File: src/rtl/intc_pkg.sv
// Shared constants, types and vector tables of the interrupt controller.
// Assumes a single clock domain and a synchronous active-high reset.
package intc_pkg;

  // Source map: one timer group, two DMA channels, four external pins
  localparam int NSRC = 7;
  localparam int SRC_W = 3;
  localparam int NTMR = 3;
  localparam int NDMA = 2;
  localparam int NEXT = 4;
  localparam int NPAIR = 2;
  localparam logic [SRC_W-1:0] SRC_TMR = 3'h0;
  localparam logic [SRC_W-1:0] SRC_DMA0 = 3'h1;
  localparam logic [SRC_W-1:0] SRC_DMA1 = 3'h2;
  localparam logic [SRC_W-1:0] SRC_EXT0 = 3'h3;
  localparam logic [SRC_W-1:0] SRC_EXT1 = 3'h4;
  localparam int EXT_BASE = 3;

  // Priority levels, lower number wins
  localparam int PRIO_W = 3;
  localparam logic [PRIO_W-1:0] DEFAULT_PRIO = 3'h7;
  localparam logic [PRIO_W-1:0] PRIO_MASK_RST = 3'h7;

  // Vector types
  localparam int VEC_W = 5;
  localparam logic [VEC_W-1:0] VEC_NMI = 5'h02;
  localparam logic [VEC_W-1:0] VEC_TMR0 = 5'h08;
  localparam logic [VEC_W-1:0] VEC_TMR1 = 5'h12;
  localparam logic [VEC_W-1:0] VEC_TMR2 = 5'h13;
  localparam logic [VEC_W-1:0] VEC_DMA0 = 5'h0a;
  localparam logic [VEC_W-1:0] VEC_DMA1 = 5'h0b;
  localparam logic [VEC_W-1:0] VEC_EXT0 = 5'h0c;
  localparam logic [VEC_W-1:0] VEC_EXT1 = 5'h0d;
  localparam logic [VEC_W-1:0] VEC_EXT2 = 5'h0e;
  localparam logic [VEC_W-1:0] VEC_EXT3 = 5'h0f;
  localparam logic [VEC_W-1:0] VEC_SPURIOUS = 5'h1f;

  // Poll and end-of-service word layout
  localparam int WORD_W = 16;
  localparam int POLL_VALID_BIT = 15;
  localparam int END_KIND_BIT = 15;

  typedef logic [VEC_W-1:0] vec_t;
  typedef logic [PRIO_W-1:0] prio_t;
  typedef enum logic [1:0] {ST_IDLE, ST_ACK1, ST_GAP, ST_ACK2} ack_state_t;

  // Fixed vector of a source; timers use the lowest pending timer
  function automatic vec_t src_vector(input logic [SRC_W-1:0] src, input logic [NTMR-1:0] tmr);
    vec_t v;
    v = VEC_SPURIOUS;
    case (src)
      3'h0: v = tmr[0] ? VEC_TMR0 : (tmr[1] ? VEC_TMR1 : VEC_TMR2);
      3'h1: v = VEC_DMA0;
      3'h2: v = VEC_DMA1;
      3'h3: v = VEC_EXT0;
      3'h4: v = VEC_EXT1;
      3'h5: v = VEC_EXT2;
      3'h6: v = VEC_EXT3;
      default: v = VEC_SPURIOUS;
    endcase
    return v;
  endfunction

  // Vector type to one-hot source; any timer vector names the timer group
  function automatic logic [NSRC-1:0] vec_to_src(input vec_t v);
    logic [NSRC-1:0] s;
    s = '0;
    case (v)
      VEC_TMR0, VEC_TMR1, VEC_TMR2: s[SRC_TMR] = 1'b1;
      VEC_DMA0: s[SRC_DMA0] = 1'b1;
      VEC_DMA1: s[SRC_DMA1] = 1'b1;
      VEC_EXT0: s[EXT_BASE] = 1'b1;
      VEC_EXT1: s[EXT_BASE+1] = 1'b1;
      VEC_EXT2: s[EXT_BASE+2] = 1'b1;
      VEC_EXT3: s[EXT_BASE+3] = 1'b1;
      default: s = '0;
    endcase
    return s;
  endfunction

endpackage

File: src/rtl/prio_bus_if.sv
// Carrier between the controller core and its priority resolver.
// Assumes both ends sit in the same clock domain; purely combinational.
`timescale 1ns/1ps
interface prio_bus_if;
  logic [intc_pkg::NSRC-1:0] pend;
  logic [intc_pkg::NSRC-1:0] in_svc;
  logic [intc_pkg::NSRC-1:0] special;
  logic [intc_pkg::NSRC-1:0][intc_pkg::PRIO_W-1:0] prio;
  logic [intc_pkg::PRIO_W-1:0] prio_mask;
  logic win_valid;
  logic [intc_pkg::SRC_W-1:0] win_idx;
  logic top_valid;
  logic [intc_pkg::SRC_W-1:0] top_idx;

  modport ctl (output pend, in_svc, special, prio, prio_mask, input win_valid, win_idx, top_valid, top_idx);
  modport res (input pend, in_svc, special, prio, prio_mask, output win_valid, win_idx, top_valid, top_idx);
endinterface

File: src/rtl/ext_detect.sv
// Edge or level detection of the four external request pins.
// Assumes the pins are already synchronous to i_clk.
`timescale 1ns/1ps
module ext_detect
  import intc_pkg::*;
(
  // Clock and reset
  input wire logic i_clk,
  input wire logic i_rst,
  // Pins and configuration
  input wire logic [intc_pkg::NEXT-1:0] i_pin,
  input wire logic [intc_pkg::NEXT-1:0] i_level,
  input wire logic [intc_pkg::NEXT-1:0] i_enable,
  input wire logic [intc_pkg::NEXT-1:0] i_take,
  // Requests to the resolver
  output logic [intc_pkg::NEXT-1:0] o_req
);
  import intc_pkg::*;

  typedef struct packed {
    logic [NEXT-1:0] armed;
  } det_t;

  det_t st_ff;
  det_t nxt_st;

  // Starts disarmed so a pin high out of reset is not a false edge
  always_comb begin
    nxt_st = st_ff;
    nxt_st.armed = ~i_pin | (st_ff.armed & ~i_take);
  end

  always_ff @(posedge i_clk) begin
    if (i_rst) begin
      st_ff <= '0;
    end else begin
      st_ff <= nxt_st;
    end
  end

  // Active high; level mode needs no rearm
  assign o_req = i_pin & (i_level | st_ff.armed) & i_enable;

  genvar g;
  for (g = 0; g < NEXT; g++) begin : g_chk
    AST_EDGE_NO_REPEAT: assert property (@(posedge i_clk) disable iff (i_rst)
      (!i_level[g] && i_take[g] && i_pin[g]) ##1 i_pin[g] |-> !o_req[g])
      else $error("edge input requested again without going low");
  end
endmodule

File: src/rtl/prio_resolve.sv
// Priority resolution with in-service blocking and special nesting.
// Assumes masked pending bits and in-service state from the core.
`timescale 1ns/1ps
module prio_resolve
  import intc_pkg::*;
(
  // Resolver side of the carrier
  prio_bus_if.res b
);
  import intc_pkg::*;

  // Key is level then fixed source order, so ties resolve by index
  logic [NSRC-1:0][PRIO_W+SRC_W-1:0] key;
  logic [NSRC-1:0] elig;

  genvar s;
  for (s = 0; s < NSRC; s++) begin : g_src
    // Local per source so each process owns its whole variable
    logic blk;
    assign key[s] = {b.prio[s], SRC_W'(s)};
    always_comb begin
      blk = 1'b0;
      for (int t = 0; t < NSRC; t++) begin
        if (b.in_svc[t] && ((key[t] < key[s]) || (t == s && !b.special[s]))) begin
          blk = 1'b1;
        end
      end
    end
    assign elig[s] = b.pend[s] & ~blk & (b.prio[s] <= b.prio_mask);
  end

  always_comb begin
    logic [PRIO_W+SRC_W-1:0] best;
    logic [PRIO_W+SRC_W-1:0] best_is;
    best = '1;
    best_is = '1;
    b.win_valid = 1'b0;
    b.win_idx = '0;
    b.top_valid = 1'b0;
    b.top_idx = '0;
    for (int i = 0; i < NSRC; i++) begin
      if (elig[i] && key[i] < best) begin
        best = key[i];
        b.win_valid = 1'b1;
        b.win_idx = SRC_W'(i);
      end
      if (b.in_svc[i] && key[i] < best_is) begin
        best_is = key[i];
        b.top_valid = 1'b1;
        b.top_idx = SRC_W'(i);
      end
    end
  end
endmodule

File: src/rtl/nested_priority_interrupt_controller.sv
// Master-mode nested priority interrupt controller core.
// Assumes one clock, sync inputs, and a processor issuing one-cycle strobes.
`timescale 1ns/1ps

// Summary of operation
// - Non-maskable input always requests; four external pins have configurable roles.
// - Pins zero and one may be cascade inputs; pins two and three acknowledge them.
// - Cascaded acknowledge runs two cycles; external vector captured on the second.
// - Internal sources behave the same whatever the external pin mode.
// - In-service source blocks all lower-priority sources, and itself unless special nested.
// - In-service bit stays set until an end-of-service command clears it.
// - Special nesting is enabled by the special nesting select bit of pin zero or one.
// - Special nesting accepts repeat pin requests while in service, still setting the bit.
// - Poll word bit 15 flags a pending request, bits 0-4 its vector type.
// - Reading the poll word sets the winner's in-service bit like an acknowledge.
// - Poll status word gives the same data and changes no in-service bit.
// - Each source has a 3-bit level, lower wins, preset after reset.
// - Equal levels are resolved by a fixed source order.
// - Nonspecific end-of-service clears the highest-priority in-service bit.
// - Specific end-of-service clears only the bit named by the vector type.
// - External inputs are active high, each edge or level by its trigger bit.
// - Edge input high after acknowledge stays quiet until sampled low once.
// - Level input held high keeps requesting.
// - Fixed internal vectors, also in poll words; acknowledging a cascade or special-nested pin takes the external one.
// - End kind select one means nonspecific, zero means specific.
// - Trigger select one means level, zero means edge.
// - Cascade select one puts the pin pair in cascade, zero direct.
module nested_priority_interrupt_controller
  import intc_pkg::*;
(
  // Clock and reset
  input wire logic i_clk,
  input wire logic i_rst,
  // Configuration
  input wire logic [intc_pkg::NSRC-1:0] i_mask,
  input wire logic [intc_pkg::PRIO_W-1:0] i_prio_mask,
  input wire logic [intc_pkg::NEXT-1:0] i_trigger_select_bit,
  input wire logic [intc_pkg::NPAIR-1:0] i_cascade_select,
  input wire logic [intc_pkg::NPAIR-1:0] i_special_nesting_select,
  input wire logic i_prio_wr,
  input wire logic [intc_pkg::SRC_W-1:0] i_prio_sel,
  input wire logic [intc_pkg::PRIO_W-1:0] i_prio_val,
  // Request sources
  input wire logic i_nmi,
  input wire logic [intc_pkg::NTMR-1:0] i_tmr_req,
  input wire logic [intc_pkg::NDMA-1:0] i_dma_req,
  input wire logic [intc_pkg::NEXT-1:0] i_ext_pin,
  // Processor side
  input wire logic i_ack,
  input wire logic i_poll_rd,
  input wire logic i_poll_status_rd,
  input wire logic i_end_of_service_command,
  input wire logic [intc_pkg::WORD_W-1:0] i_end_word,
  output logic o_int_req,
  output logic o_nmi_req,
  output logic [intc_pkg::VEC_W-1:0] o_vec,
  output logic o_vec_valid,
  output logic [intc_pkg::WORD_W-1:0] o_poll_word,
  output logic o_poll_valid,
  output logic [intc_pkg::NSRC-1:0] o_in_service,
  // Cascade acknowledge on pins two and three
  input wire logic [intc_pkg::VEC_W-1:0] i_ext_vec,
  output logic [intc_pkg::NPAIR-1:0] o_pair_ack_n,
  output logic [intc_pkg::NPAIR-1:0] o_pair_ack_oe
);
  import intc_pkg::*;

  typedef struct packed {
    logic [NSRC-1:0] is;
    logic [NSRC-1:0][PRIO_W-1:0] prio;
    logic [NTMR-1:0] tmr_req;
    logic [NDMA-1:0] dma_req;
    logic nmi_prev;
    logic nmi_pend;
    ack_state_t st;
    logic pair;
    vec_t vec;
    logic vec_valid;
    logic [WORD_W-1:0] poll;
    logic poll_valid;
    logic [NPAIR-1:0] pair_ack;
  } ctl_t;

  localparam ctl_t CTL_RST = '{is: '0, prio: {NSRC{DEFAULT_PRIO}}, tmr_req: '0, dma_req: '0,
    nmi_prev: 1'b0, nmi_pend: 1'b0, st: ST_IDLE, pair: 1'b0, vec: '0, vec_valid: 1'b0,
    poll: '0, poll_valid: 1'b0, pair_ack: '0};

  ctl_t st_ff;
  ctl_t nxt_st;

  prio_bus_if rb ();

  logic [NPAIR-1:0] pair_ext;
  logic [NEXT-1:0] ext_en;
  logic [NEXT-1:0] ext_req;
  logic [NEXT-1:0] ext_take;
  logic [NSRC-1:0] take;
  logic [NTMR-1:0] tmr_low;
  vec_t win_vec;
  logic win_pair;
  logic [WORD_W-1:0] poll_word;
  logic [NSRC-1:0] spec_clr;

  assign spec_clr = vec_to_src(i_end_word[VEC_W-1:0]);
  // Special nesting also uses the pair hardware and external vectors
  assign pair_ext = i_cascade_select | i_special_nesting_select;
  assign ext_en = {~pair_ext, {NPAIR{1'b1}}};
  assign ext_take = take[EXT_BASE +: NEXT];

  ext_detect u_det (
    .i_clk(i_clk),
    .i_rst(i_rst),
    .i_pin(i_ext_pin),
    .i_level(i_trigger_select_bit),
    .i_enable(ext_en),
    .i_take(ext_take),
    .o_req(ext_req)
  );

  // Request from the pin is relied on to stand until acknowledge
  assign rb.pend = {ext_req, st_ff.dma_req, |st_ff.tmr_req} & ~i_mask;
  assign rb.in_svc = st_ff.is;
  assign rb.special = {{(NEXT-NPAIR){1'b0}}, i_special_nesting_select, {EXT_BASE{1'b0}}};
  assign rb.prio = st_ff.prio;
  assign rb.prio_mask = i_prio_mask;

  prio_resolve u_res (
    .b(rb)
  );

  assign tmr_low = st_ff.tmr_req & (~st_ff.tmr_req + NTMR'(1));
  assign win_vec = src_vector(rb.win_idx, st_ff.tmr_req);
  assign win_pair = (rb.win_idx == SRC_EXT0 && pair_ext[0]) || (rb.win_idx == SRC_EXT1 && pair_ext[1]);

  always_comb begin
    poll_word = '0;
    poll_word[POLL_VALID_BIT] = rb.win_valid;
    poll_word[VEC_W-1:0] = rb.win_valid ? win_vec : '0;
  end

  always_comb begin
    logic grant;
    grant = 1'b0;
    take = '0;
    nxt_st = st_ff;
    nxt_st.nmi_prev = i_nmi;
    nxt_st.vec_valid = 1'b0;
    nxt_st.poll_valid = 1'b0;
    nxt_st.pair_ack = '0;
    if (i_prio_wr && i_prio_sel < SRC_W'(NSRC)) begin
      nxt_st.prio[i_prio_sel] = i_prio_val;
    end
    // Clears first so that a set in the same cycle wins
    if (i_end_of_service_command) begin
      if (i_end_word[END_KIND_BIT]) begin
        if (rb.top_valid) begin
          nxt_st.is[rb.top_idx] = 1'b0;
        end
      end else begin
        nxt_st.is = st_ff.is & ~spec_clr;
      end
    end
    if (i_poll_rd || i_poll_status_rd) begin
      nxt_st.poll = poll_word;
      nxt_st.poll_valid = 1'b1;
    end
    if (i_poll_rd && rb.win_valid) begin
      grant = 1'b1;
    end
    case (st_ff.st)
      ST_IDLE: begin
        if (i_ack) begin
          if (st_ff.nmi_pend) begin
            nxt_st.nmi_pend = 1'b0;
            nxt_st.vec = VEC_NMI;
            nxt_st.vec_valid = 1'b1;
          end else if (rb.win_valid) begin
            grant = 1'b1;
            if (win_pair) begin
              nxt_st.pair = rb.win_idx[0] ^ SRC_EXT0[0];
              nxt_st.pair_ack[rb.win_idx[0] ^ SRC_EXT0[0]] = 1'b1;
              nxt_st.st = ST_ACK1;
            end else begin
              nxt_st.vec = win_vec;
              nxt_st.vec_valid = 1'b1;
            end
          end else begin
            nxt_st.vec = VEC_SPURIOUS;
            nxt_st.vec_valid = 1'b1;
          end
        end
      end
      ST_ACK1: begin
        nxt_st.st = ST_GAP;
      end
      ST_GAP: begin
        nxt_st.pair_ack[st_ff.pair] = 1'b1;
        nxt_st.st = ST_ACK2;
      end
      ST_ACK2: begin
        nxt_st.vec = i_ext_vec;
        nxt_st.vec_valid = 1'b1;
        nxt_st.st = ST_IDLE;
      end
      default: begin
        nxt_st.st = ST_IDLE;
      end
    endcase
    if (grant) begin
      nxt_st.is[rb.win_idx] = 1'b1;
      take[rb.win_idx] = 1'b1;
    end
    if (take[SRC_TMR]) begin
      nxt_st.tmr_req = st_ff.tmr_req & ~tmr_low;
    end
    if (take[SRC_DMA0]) begin
      nxt_st.dma_req[0] = 1'b0;
    end
    if (take[SRC_DMA1]) begin
      nxt_st.dma_req[1] = 1'b0;
    end
    nxt_st.tmr_req = nxt_st.tmr_req | i_tmr_req;
    nxt_st.dma_req = nxt_st.dma_req | i_dma_req;
    if (i_nmi && !st_ff.nmi_prev) begin
      nxt_st.nmi_pend = 1'b1;
    end
  end

  always_ff @(posedge i_clk) begin
    if (i_rst) begin
      st_ff <= CTL_RST;
    end else begin
      st_ff <= nxt_st;
    end
  end

  assign o_int_req = rb.win_valid;
  assign o_nmi_req = st_ff.nmi_pend;
  assign o_vec = st_ff.vec;
  assign o_vec_valid = st_ff.vec_valid;
  assign o_poll_word = st_ff.poll;
  assign o_poll_valid = st_ff.poll_valid;
  assign o_in_service = st_ff.is;
  assign o_pair_ack_n = ~st_ff.pair_ack;
  assign o_pair_ack_oe = pair_ext;

  // Checks
  logic quiet_is;
  assign quiet_is = !i_ack && !i_poll_rd;

  AST_NMI_UNMASKED: assert property (@(posedge i_clk) disable iff (i_rst)
    (i_nmi && !st_ff.nmi_prev && !i_ack) |=> o_nmi_req)
    else $error("nmi edge not raised");

  AST_ACK_PIN_TWO_CYCLES: assert property (@(posedge i_clk) disable iff (i_rst)
    (st_ff.st == ST_IDLE && i_ack && !st_ff.nmi_pend && rb.win_valid && win_pair)
    |=> !(&o_pair_ack_n) ##1 (&o_pair_ack_n) ##1 !(&o_pair_ack_n) ##1 o_vec_valid && o_vec == $past(i_ext_vec))
    else $error("cascade acknowledge sequence wrong");

  AST_DIRECT_VECTOR: assert property (@(posedge i_clk) disable iff (i_rst)
    (st_ff.st == ST_IDLE && i_ack && !st_ff.nmi_pend && rb.win_valid && !win_pair)
    |=> o_vec_valid && o_vec == $past(win_vec))
    else $error("internal vector not delivered");

  AST_SELF_BLOCK: assert property (@(posedge i_clk) disable iff (i_rst)
    rb.win_valid && st_ff.is[rb.win_idx] |-> rb.special[rb.win_idx])
    else $error("in-service source granted again");

  AST_LOWER_BLOCKED: assert property (@(posedge i_clk) disable iff (i_rst)
    rb.win_valid && rb.top_valid
    |-> ({st_ff.prio[rb.win_idx], rb.win_idx} < {st_ff.prio[rb.top_idx], rb.top_idx}
      || (rb.win_idx == rb.top_idx && rb.special[rb.win_idx])) && (rb.prio[rb.win_idx] <= i_prio_mask))
    else $error("request raised below in-service level");

  AST_POLL_SETS_IS: assert property (@(posedge i_clk) disable iff (i_rst)
    (i_poll_rd && rb.win_valid) |=> o_in_service[$past(rb.win_idx)] && o_poll_word[POLL_VALID_BIT])
    else $error("poll read did not set in-service");

  AST_POLL_STATUS_PURE: assert property (@(posedge i_clk) disable iff (i_rst)
    (i_poll_status_rd && quiet_is && !i_end_of_service_command)
    |=> $stable(o_in_service) && o_poll_word == $past(poll_word))
    else $error("poll status changed state");

  AST_NSPEC_END: assert property (@(posedge i_clk) disable iff (i_rst)
    (i_end_of_service_command && i_end_word[END_KIND_BIT] && rb.top_valid && quiet_is)
    |=> !o_in_service[$past(rb.top_idx)])
    else $error("nonspecific end missed top bit");

  AST_SPEC_END: assert property (@(posedge i_clk) disable iff (i_rst)
    (i_end_of_service_command && !i_end_word[END_KIND_BIT] && quiet_is)
    |=> o_in_service == ($past(o_in_service) & ~$past(spec_clr)))
    else $error("specific end cleared wrong bits");

  COV_CASCADE: cover property (@(posedge i_clk) disable iff (i_rst) st_ff.st == ST_ACK2);
  COV_NESTED: cover property (@(posedge i_clk) disable iff (i_rst) $countones(st_ff.is) >= 2);
  COV_POLL: cover property (@(posedge i_clk) disable iff (i_rst) i_poll_rd && rb.win_valid);
  COV_SPECIAL: cover property (@(posedge i_clk) disable iff (i_rst)
    rb.win_valid && st_ff.is[rb.win_idx]);
endmodule

File: config.mk
export PLATFORM = sky130hd
export DESIGN_NAME = nested_priority_interrupt_controller
export DESIGN_NICKNAME = d
export VERILOG_FILES = /design/src/rtl/intc_pkg.sv /design/src/rtl/prio_bus_if.sv /design/src/rtl/ext_detect.sv /design/src/rtl/prio_resolve.sv /design/src/rtl/nested_priority_interrupt_controller.sv
export SDC_FILE = /design/constraint.sdc
export NUM_CORES = 1
export LEC_CHECK = 0
export BUFFER_PORTS_ARGS = -buffer_cell sky130_fd_sc_hd__buf_2
export CORE_ASPECT_RATIO = 1.4
export CORE_UTILIZATION = 39
export DETAILED_ROUTE_END_ITERATION = 8
export PLACE_DENSITY = 0.64
export SYNTH_ARGS = -nofsm -noshare
export SYNTH_HDL_FRONTEND = slang
export SYNTH_SLANG_ARGS = --single-unit
File: constraint.sdc
create_clock -name i_clk -period 17.7 [get_ports i_clk]
set_input_delay 3.54 -clock i_clk [delete_from_list [all_inputs] [get_ports i_clk]]
set_output_delay 3.54 -clock i_clk [all_outputs]
set_load 0.02 [all_outputs]
==> flow_summary.toml, run 1 <==
[detailed_routing]
wl_um = 21800
drc = 0
route.vias.total = 6605
dr.first_iter.drc_count = 381
wire_per_inst_um = 19.3
firstDrtPassIters = 5
routed_via_density = 5.83
postRouteAntennaNets = 0

[power_and_ir_drop]
power_frac_seq_pct = 30.1
switching_share_pct = 33.9
power.density_nw_per_um2 = 61.9
intPower_mw = 0.324
combPwrFrac_pct = 31.5
p_leak_nw = 3.75
peakVddDrop_v = 0.0000583
fin_total_pwr_mw = 0.490
clkPwrFrac_pct = 38.4
p_sw_mw = 0.166

[die]
fp.dieArea_um2 = 16300
die_w_um = 108
initial_core_util_pct = 40.5
coreArea_um2 = 15200
dieHeight_um = 151
num_rows = 53
ios = 98

[worst_setup_path]
r2r_cells = 65
worst_ep_required_time_ps = 14160
r2r-end = "o_vec[1]"
r2r-start = "rb.prio[13]"
max_stage_delay_ps = 330
crit_top_cell = "buf_4"
slowest_stage = "mux2_4"
crit_type = "in2out"
startpoint_type = "input port"
end_kind = "primary output"
r2r_slack_ps = 4810
worstPathArrival_ps = 13840
cp_max_fo = 4

[clock_network]
insertion_delay_ps = 340
cts_buffer_depth = 2
cts_sinks = 57
holdBufCountCts = 0
clkSlewWorstSetupHoldPaths_ps = 50
cts-root-buf = "clkbuf_16"
cts.htree.levels = 3
cts_tree = "yes"
numCtsBuffers = 9

[sta]
rsz0062_at_grt = "yes"
relSlewSlack_pct = 46.3
period_share_pct = 98.2
skew_ps = 7.56
clock.fmax_mhz = 57.5
drv_slew = 0
setup_violations = 0
fin_crit_ps = 17380
hold_viol = 0
tightest_slew_ps = 805
timing.hold.ws_ps = 453

[hold_path]
hold_start = "o_poll_word[3]"
hp-class = "reg2reg"
hold_path_end = "o_poll_word[3]"
hold_depth = 2

[placed_design]
hpwl_um = 16600
dp_cells = 1093
routabilityCongestion = 0.908
portBuffers = 77

[status]
outcome = "finished clean"

[yosys]
synth.most_common_cell = "ha_1"
ys_seq_elements = 57
synth_top_area_cell = "ha_1"
netlist_area_um2 = 6150
synth_top_area_share_pct = 19.9
syn-mean-instance-area_um2 = 7.75
synthTopCellsByArea = "ha_1, dfxtp_1, a21oi_1"
ys_seq_area_share_pct = 18.6
synth.distinct_cells = 86
yosysWarnings = 0
synth_top_flop_cell = "dfxtp_1"
synthCells = 794
async_reset_ff_share_pct = 0
synth_edf_count = 0
synth_top_cells_by_count = "ha_1, nand2_1, a21oi_1, inv_1, nor2_1"

[layout]
area_growth_syn_to_layout_pct = 28.5
post-route-util_pct = 52.1
final_cells = 1133
fillers = 1477
layout.nets = 1096
drive_gt1_share_pct = 27.3
diodes = 0

[grt]
grt.total_usage_pct = 27.6
grt_start_max_net_pins = 35
grt_pass1_wl_um = 33700
grt_pass1_vias = 6400
grt_overflow = 0
antenna_found_initial = 0

[job]
drv_cap = 0
==> flip-flops by register name, summed over array words and instances (netlist names) <==
signal	cells
o_in_service	7
o_nmi_req	1
o_poll_valid	1
o_poll_word	6
o_vec	5
o_vec_valid	1
rb.prio	21
st_ff	11
u_det.st_ff	4
==> how the worst max path moves through the flow <==
stage	startpoint	end	slack (ps)	cells past startpoint
after floorplan	i_prio_mask[1]	o_int_req	310	60
after global placement	i_prio_mask[1]	o_int_req	-710	64
after detailed placement	i_prio_mask[1]	o_int_req	-700	64
after CTS	i_prio_mask[1]	o_int_req	20	66
after global routing	i_prio_mask[2]	o_int_req	-210	69
final	i_prio_mask[2]	o_int_req	320	63
==> cell families (layout without fill, tap and decap cells) <==
| logic type | Yosys count | in the layout | share of synthesized area, % |
|---|---|---|---|
| adders and majority gates | 99 | 99 | 20.1 |
| DFF | 57 | 57 | 18.6 |
| and+or+nand+nor | 268 | 268 | 23.1 |
| buffers and inverters | 106 | 244 | 8.24 |
| AOI/OAI and AO/OA | 255 | 255 | 28.6 |
| other | 1 | 10 | 0.0610 |
| muxes | 8 | 8 | 1.34 |
==> critical path: cells and delay by family <==
family / cells / cell delay, ps
AO/OA/AOI/OAI: 16 / 2830
adder cells (fa/ha/maj): 7 / 1280
buffers and inverters: 13 / 1540
multiplexers: 3 / 530
AND/OR/NAND/NOR: 24 / 4130
==> layout make-up <==
cell class                 instances  area, um2  share of cell area, %
clock buffer                      10        229                   2.90
tap                              192        240                   3.04
sequential                        57       1140                   14.4
timing repair buffer             161       1050                   13.3
inverter                          67        254                   3.21
clock inverter                     6       82.6                   1.04
multi-input combinational        640       4910                   62.1
==> power groups by stage <==
| stage | sequential [mW] | clock (mW) | combinational, mW |
|---|---|---|---|
| 6_report | 0.147 | 0.188 | 0.154 |
| 5_1_grt | 0.148 | 0.197 | 0.169 |
| 4_1_cts | 0.146 | 0.190 | 0.145 |
| 3_5_place_dp | 0.149 | 0 | 0.139 |
| 3_3_place_gp | 0.149 | 0 | 0.138 |
| 2_1_floorplan | 0.145 | 0 | 0.0972 |
==> routing by layer <==
metal	vias up	part of all wire [%]	global-route usage, %	wire length, um
li1	3200	-	-	-
met1	3081	39	30.8	8600
met2	243	49	48.2	10800
met3	81	5.3	3.64	1170
met4	0	6.0	18.7	1310
met5	-	0	0	0
==> through the flow <==
step | setup WS (ps) | cell area [um2] | TNS, ps
after floorplan | 315 | 6180 | 0
after global placement | -706 | 7010 | -706
after detailed placement | -701 | 7010 | -701
after CTS | 19.4 | 7580 | 0
after global routing | -213 | 7910 | -213
final | 324 | 7910 | 0
==> timing repair <==
action | CTS | global route
gates cloned | 0 | 0
resized for setup | 29 | 57
buffers inserted | 17 | 8
endpoints found under the hold margin | 0 | 0
pin swaps | 16 | 41
endpoints found under the setup margin | 1 | 1
==> placed cells by master (no fill, tap or decap), drive strengths merged, types with 6 or more instances in the layout <==
cell,instances
ha,98
nor3,18
clkbuf,10
o211ai,13
or2,8
o22ai,6
o31a,6
a21boi,7
nand3,22
buf,161
a21o,26
mux2i,6
nor2,60
nand4b,12
nand2b,10
nand2,81
a21oi,67
conb,10
inv,67
a22oi,7
o221ai,6
nor3b,9
nor2b,7
dfxtp,57
a31oi,8
o21ai,59
and4b,7
a211oi,10
(Power assumes the default switching activity.)
==> inputs of run 2 (changes only) <==
MAX_ROUTING_LAYER = met4   (was unset)
==> run 2 against run 1 <==
Against the previous run: critical path depth unchanged; final cell count unchanged; combinational power about the same; critical endpoint unchanged.
==> flow_summary.toml, run 2 (synthesis results as in run 1) <==
[power_and_ir_drop]
p_leak_nw = 3.75
power.density_nw_per_um2 = 62.0
fin_total_pwr_mw = 0.490
peakVddDrop_v = 0.0000583

[grt]
grt_pass1_wl_um = 33800
antenna_found_initial = 0
grt.total_usage_pct = 28.4
grt_start_max_net_pins = 35
grt_pass1_vias = 6410
grt_overflow = 0

[detailed_routing]
highest_layer = "met4"
wl_um = 21900
drt-met1-wl_um = 8680
firstDrtPassIters = 5
route.vias.total = 6667
wl_met2_um = 10900
drc = 0
dr.first_iter.drc_count = 380
routed_via_density = 5.88
wire_per_inst_um = 19.3
wl_met3_um = 1120
postRouteAntennaNets = 0

[clock_network]
cts_buffer_depth = 2
insertion_delay_ps = 350
cts.htree.levels = 3
cts_sinks = 57
numCtsBuffers = 9
cts_tree = "yes"
clkSlewWorstSetupHoldPaths_ps = 50
cts-root-buf = "clkbuf_16"

[sta]
setup_slack_ps = 331
rsz0062_at_grt = "yes"
skew_ps = 7.71
fin_crit_ps = 17370
setup_violations = 0
relSlewSlack_pct = 46.7
hold_viol = 0
clock.fmax_mhz = 57.6
drv_slew = 0
period_share_pct = 98.1
tns_ps = 0
tightest_slew_ps = 799

[placed_design]
dp_cells = 1093
routabilityCongestion = 0.924
hpwl_um = 16600
pre_cts_ws_ps = -701
portBuffers = 77

[worst_setup_path]
worst_ep_required_time_ps = 14160
max_stage_delay_ps = 330
r2r-end = "o_vec[1]"
r2r_cells = 65
r2r_slack_ps = 4850
crit_type = "in2out"
slowest_stage = "mux2_4"
crit_top_cell = "buf_4"
worstPathArrival_ps = 13830
cp_max_fo = 4
end_kind = "primary output"
r2r-start = "rb.prio[13]"
startpoint_type = "input port"

[status]
outcome = "finished clean"

[die]
ios = 98
die_w_um = 108
fp.dieArea_um2 = 16300
initial_core_util_pct = 40.5
coreArea_um2 = 15200
dieHeight_um = 151
num_rows = 53

[hold_path]
hold_start = "o_poll_word[3]"
hp-class = "reg2reg"
hold_path_end = "o_poll_word[3]"
hold_depth = 2

[layout]
final_cells = 1133
post-route-util_pct = 52.1
regMostFlops = "rb.prio"
drive_gt1_share_pct = 27.3
layout.nets = 1096
area_growth_syn_to_layout_pct = 28.5
mostFrequentLayoutCells = "ha_1, buf_4, nand2_1"
fillers = 1477
largest_reg_flops = 21
diodes = 0
layout_commonest_cell = "ha_1"

[job]
drv_cap = 0
## run 2: area by class of cell
class                      count  area, um2  share of cell area [%]
clock buffer                  10        229                    2.90
clock inverter                 6       82.6                    1.04
inverter                      67        254                    3.21
multi-input combinational    640       4910                    62.1
sequential                    57       1140                    14.4
tap                          192        240                    3.04
timing repair buffer         161       1050                    13.3
## run 2: report_power, final
part | internal [mW] | leakage [nW] | switching (mW)
combinational | 0.0652 | 3.13 | 0.0894
clock | 0.122 | 0.152 | 0.0657
sequential | 0.136 | 0.468 | 0.0112
total | 0.324 | 3.75 | 0.166
## run 2: critical path: cells and delay by family
family	cells	cell delay [ps]
fa+ha+maj	7	1280
buf+inv	13	1550
mux	3	530
simple gates	24	4110
compound gates	16	2840
## run 2: metal layers
metal | track usage [%] | vias to the layer above
met3 | 3.25 | 81
met2 | 48.1 | 254
met1 | 31.2 | 3135
met5 | - | -
li1 | - | 3197
met4 | 18.7 | 0
## run 2: worst max path at each step
stage | startpoint | end | cells after the start
2_1_floorplan | i_prio_mask[1] | o_int_req | 60
5_1_grt | i_prio_mask[2] | o_int_req | 69
6_report | i_prio_mask[2] | o_int_req | 63
4_1_cts | i_prio_mask[1] | o_int_req | 66
3_5_place_dp | i_prio_mask[1] | o_int_req | 64
3_3_place_gp | i_prio_mask[1] | o_int_req | 64
## run 2: metrics by stage
stage	area (um2)	hold slack, ps
2_1_floorplan	6180	432
3_3_place_gp	7010	441
3_5_place_dp	7010	444
4_1_cts	7580	453
5_1_grt	7910	468
6_report	7910	450
## run 2: timing repair
item / 4_1_cts / 5_1_grt
pin swaps: 16 / 41
hold buffers: 0 / 0
gates cloned: 0 / 0
gates resized for setup: 29 / 57
endpoints found under the setup margin: 1 / 1
buffers inserted: 17 / 8
==> inputs of run 3 (changes only) <==
SETUP_SLACK_MARGIN = 0.4   (was unset)
==> run 3 against run 2 <==
Against the previous run: power up 2.7%; sequential share of layout area down 0.38 points; count of clock-buffer cells in the layout is 3 higher; wire length rose by 2.5%; final cell count rose by 1.6%; worst hold slack improved by 2.4 ps.
==> flow_summary.toml, run 3 (synthesis results as in run 1) <==
[worst_setup_path]
startpoint_type = "input port"
slowest_stage = "nor4b_2"
max_stage_delay_ps = 330
r2r_slack_ps = 4590
r2r_cells = 70
cp_max_fo = 4
end_kind = "primary output"
worstPathArrival_ps = 13880
crit_type = "in2out"
worst_ep_required_time_ps = 14160
crit_top_cell = "buf_6"

[detailed_routing]
postRouteAntennaNets = 0
wire_per_inst_um = 19.5
route.vias.total = 6710
dr.first_iter.drc_count = 328
routed_via_density = 5.83
wl_um = 22500
firstDrtPassIters = 5
drc = 0

[grt]
grt.total_usage_pct = 29.0
grt_start_max_net_pins = 35
grt_overflow = 0
grt_pass1_vias = 6573
antenna_found_initial = 0
grt_pass1_wl_um = 34400

[status]
outcome = "finished clean"

[power_and_ir_drop]
peakVddDrop_v = 0.0000553
power.density_nw_per_um2 = 62.0
p_leak_nw = 3.88

[layout]
diodes = 0
stdcell_area_um2 = 8120
regMostFlops = "rb.prio"
layout.nets = 1115
layout_commonest_cell = "buf_4"
mostFrequentLayoutCells = "buf_4, ha_1, nand2_1"
largest_reg_flops = 21
drive_gt1_share_pct = 28.8
area_growth_syn_to_layout_pct = 32.0

[sta]
fin_crit_ps = 17420
clock.fmax_mhz = 57.4
setup_violations = 0
hold_viol = 0
relSlewSlack_pct = 39.5
rsz0062_at_grt = "yes"
tightest_slew_ps = 908
tns_ps = 0
drv_slew = 0
period_share_pct = 98.4
skew_ps = 8.09

[hold_path]
hp-class = "reg2reg"
hold_depth = 2

[clock_network]
holdBufCountCts = 0
numCtsBuffers = 9
cts_tree = "yes"
insertion_delay_ps = 340
cts-root-buf = "clkbuf_16"
cts_sinks = 57
clkSlewWorstSetupHoldPaths_ps = 50
cts.htree.levels = 3
cts_buffer_depth = 2

[die]
fp.dieArea_um2 = 16300
dieHeight_um = 151
ios = 98
die_w_um = 108
initial_core_util_pct = 40.5
num_rows = 53
coreArea_um2 = 15200

[placed_design]
portBuffers = 77
routabilityCongestion = 0.885
place_area_um2 = 7000
hpwl_um = 16600

[job]
drv_cap = 0
==> run 3: what timing repair did <==
action / 4_1_cts / 5_1_grt
gates resized for setup: 68 / 29
endpoints found under the setup margin: 1 / 1
pin swaps: 39 / 34
setup buffers: 37 / 8
gates cloned: 0 / 0
==> run 3: final cells by class <==
| type | instances | area (um2) |
|---|---|---|
| Timing Repair Buffer | 180 | 1220 |
| Sequential cell | 57 | 1140 |
| Clock inverter | 2 | 60.1 |
| Inverter | 67 | 259 |
| Clock buffer | 13 | 270 |
| Tap cell | 192 | 240 |
| Fill cell | 1452 | 7070 |
| Multi-Input combinational cell | 640 | 4920 |
==> run 3: power by group <==
group | leakage (nW) | switching (mW) | internal, mW
clock network | 0.162 | 0.0618 | 0.134
registers | 0.468 | 0.0109 | 0.136
logic | 3.25 | 0.0918 | 0.0688
total | 3.88 | 0.164 | 0.339
==> run 3: worst max-delay path, delay by kind of cell <==
family	cells	cell delay (ps)
AOI/OAI and AO/OA	20	3530
adders and majority gates	7	1430
buffers and inverters	15	1610
muxes	2	320
and+or+nand+nor	25	3420
==> run 3: stage by stage <==
step / power [mW] / instances / util, % / hold WS, ps / setup slack [ps]
final: 0.503 / 1151 / 53.4 / 453 / 283
after global routing: 0.527 / 1151 / 53.4 / 475 / -152
after CTS: 0.497 / 1143 / 52.2 / 457 / 230
after detailed placement: 0.288 / 1091 / 46.1 / 450 / -749
after global placement: 0.287 / 1091 / 46.1 / 438 / -850
after floorplan: 0.242 / 803 / - / 432 / 453
==> run 3: per-layer routing <==
layer  vias up  GRT usage [%]  wire [um]  part of all wire [%]
li1       3223              -          -                     -
met1      3138           30.6       8600                    38
met2       259           49.9      11300                    50
met3        90           4.24       1160                   5.1
met4         0           19.0       1450                   6.5
met5         -              -          0                     0
==> run 3: worst paths after layout <==
kind	from	end
max	i_prio_mask[1]	o_int_req
max reg2reg	rb.prio[13]	o_vec[1]
min reg2reg	o_poll_word[3]	o_poll_word[3]
min	o_poll_word[3]	o_poll_word[3]
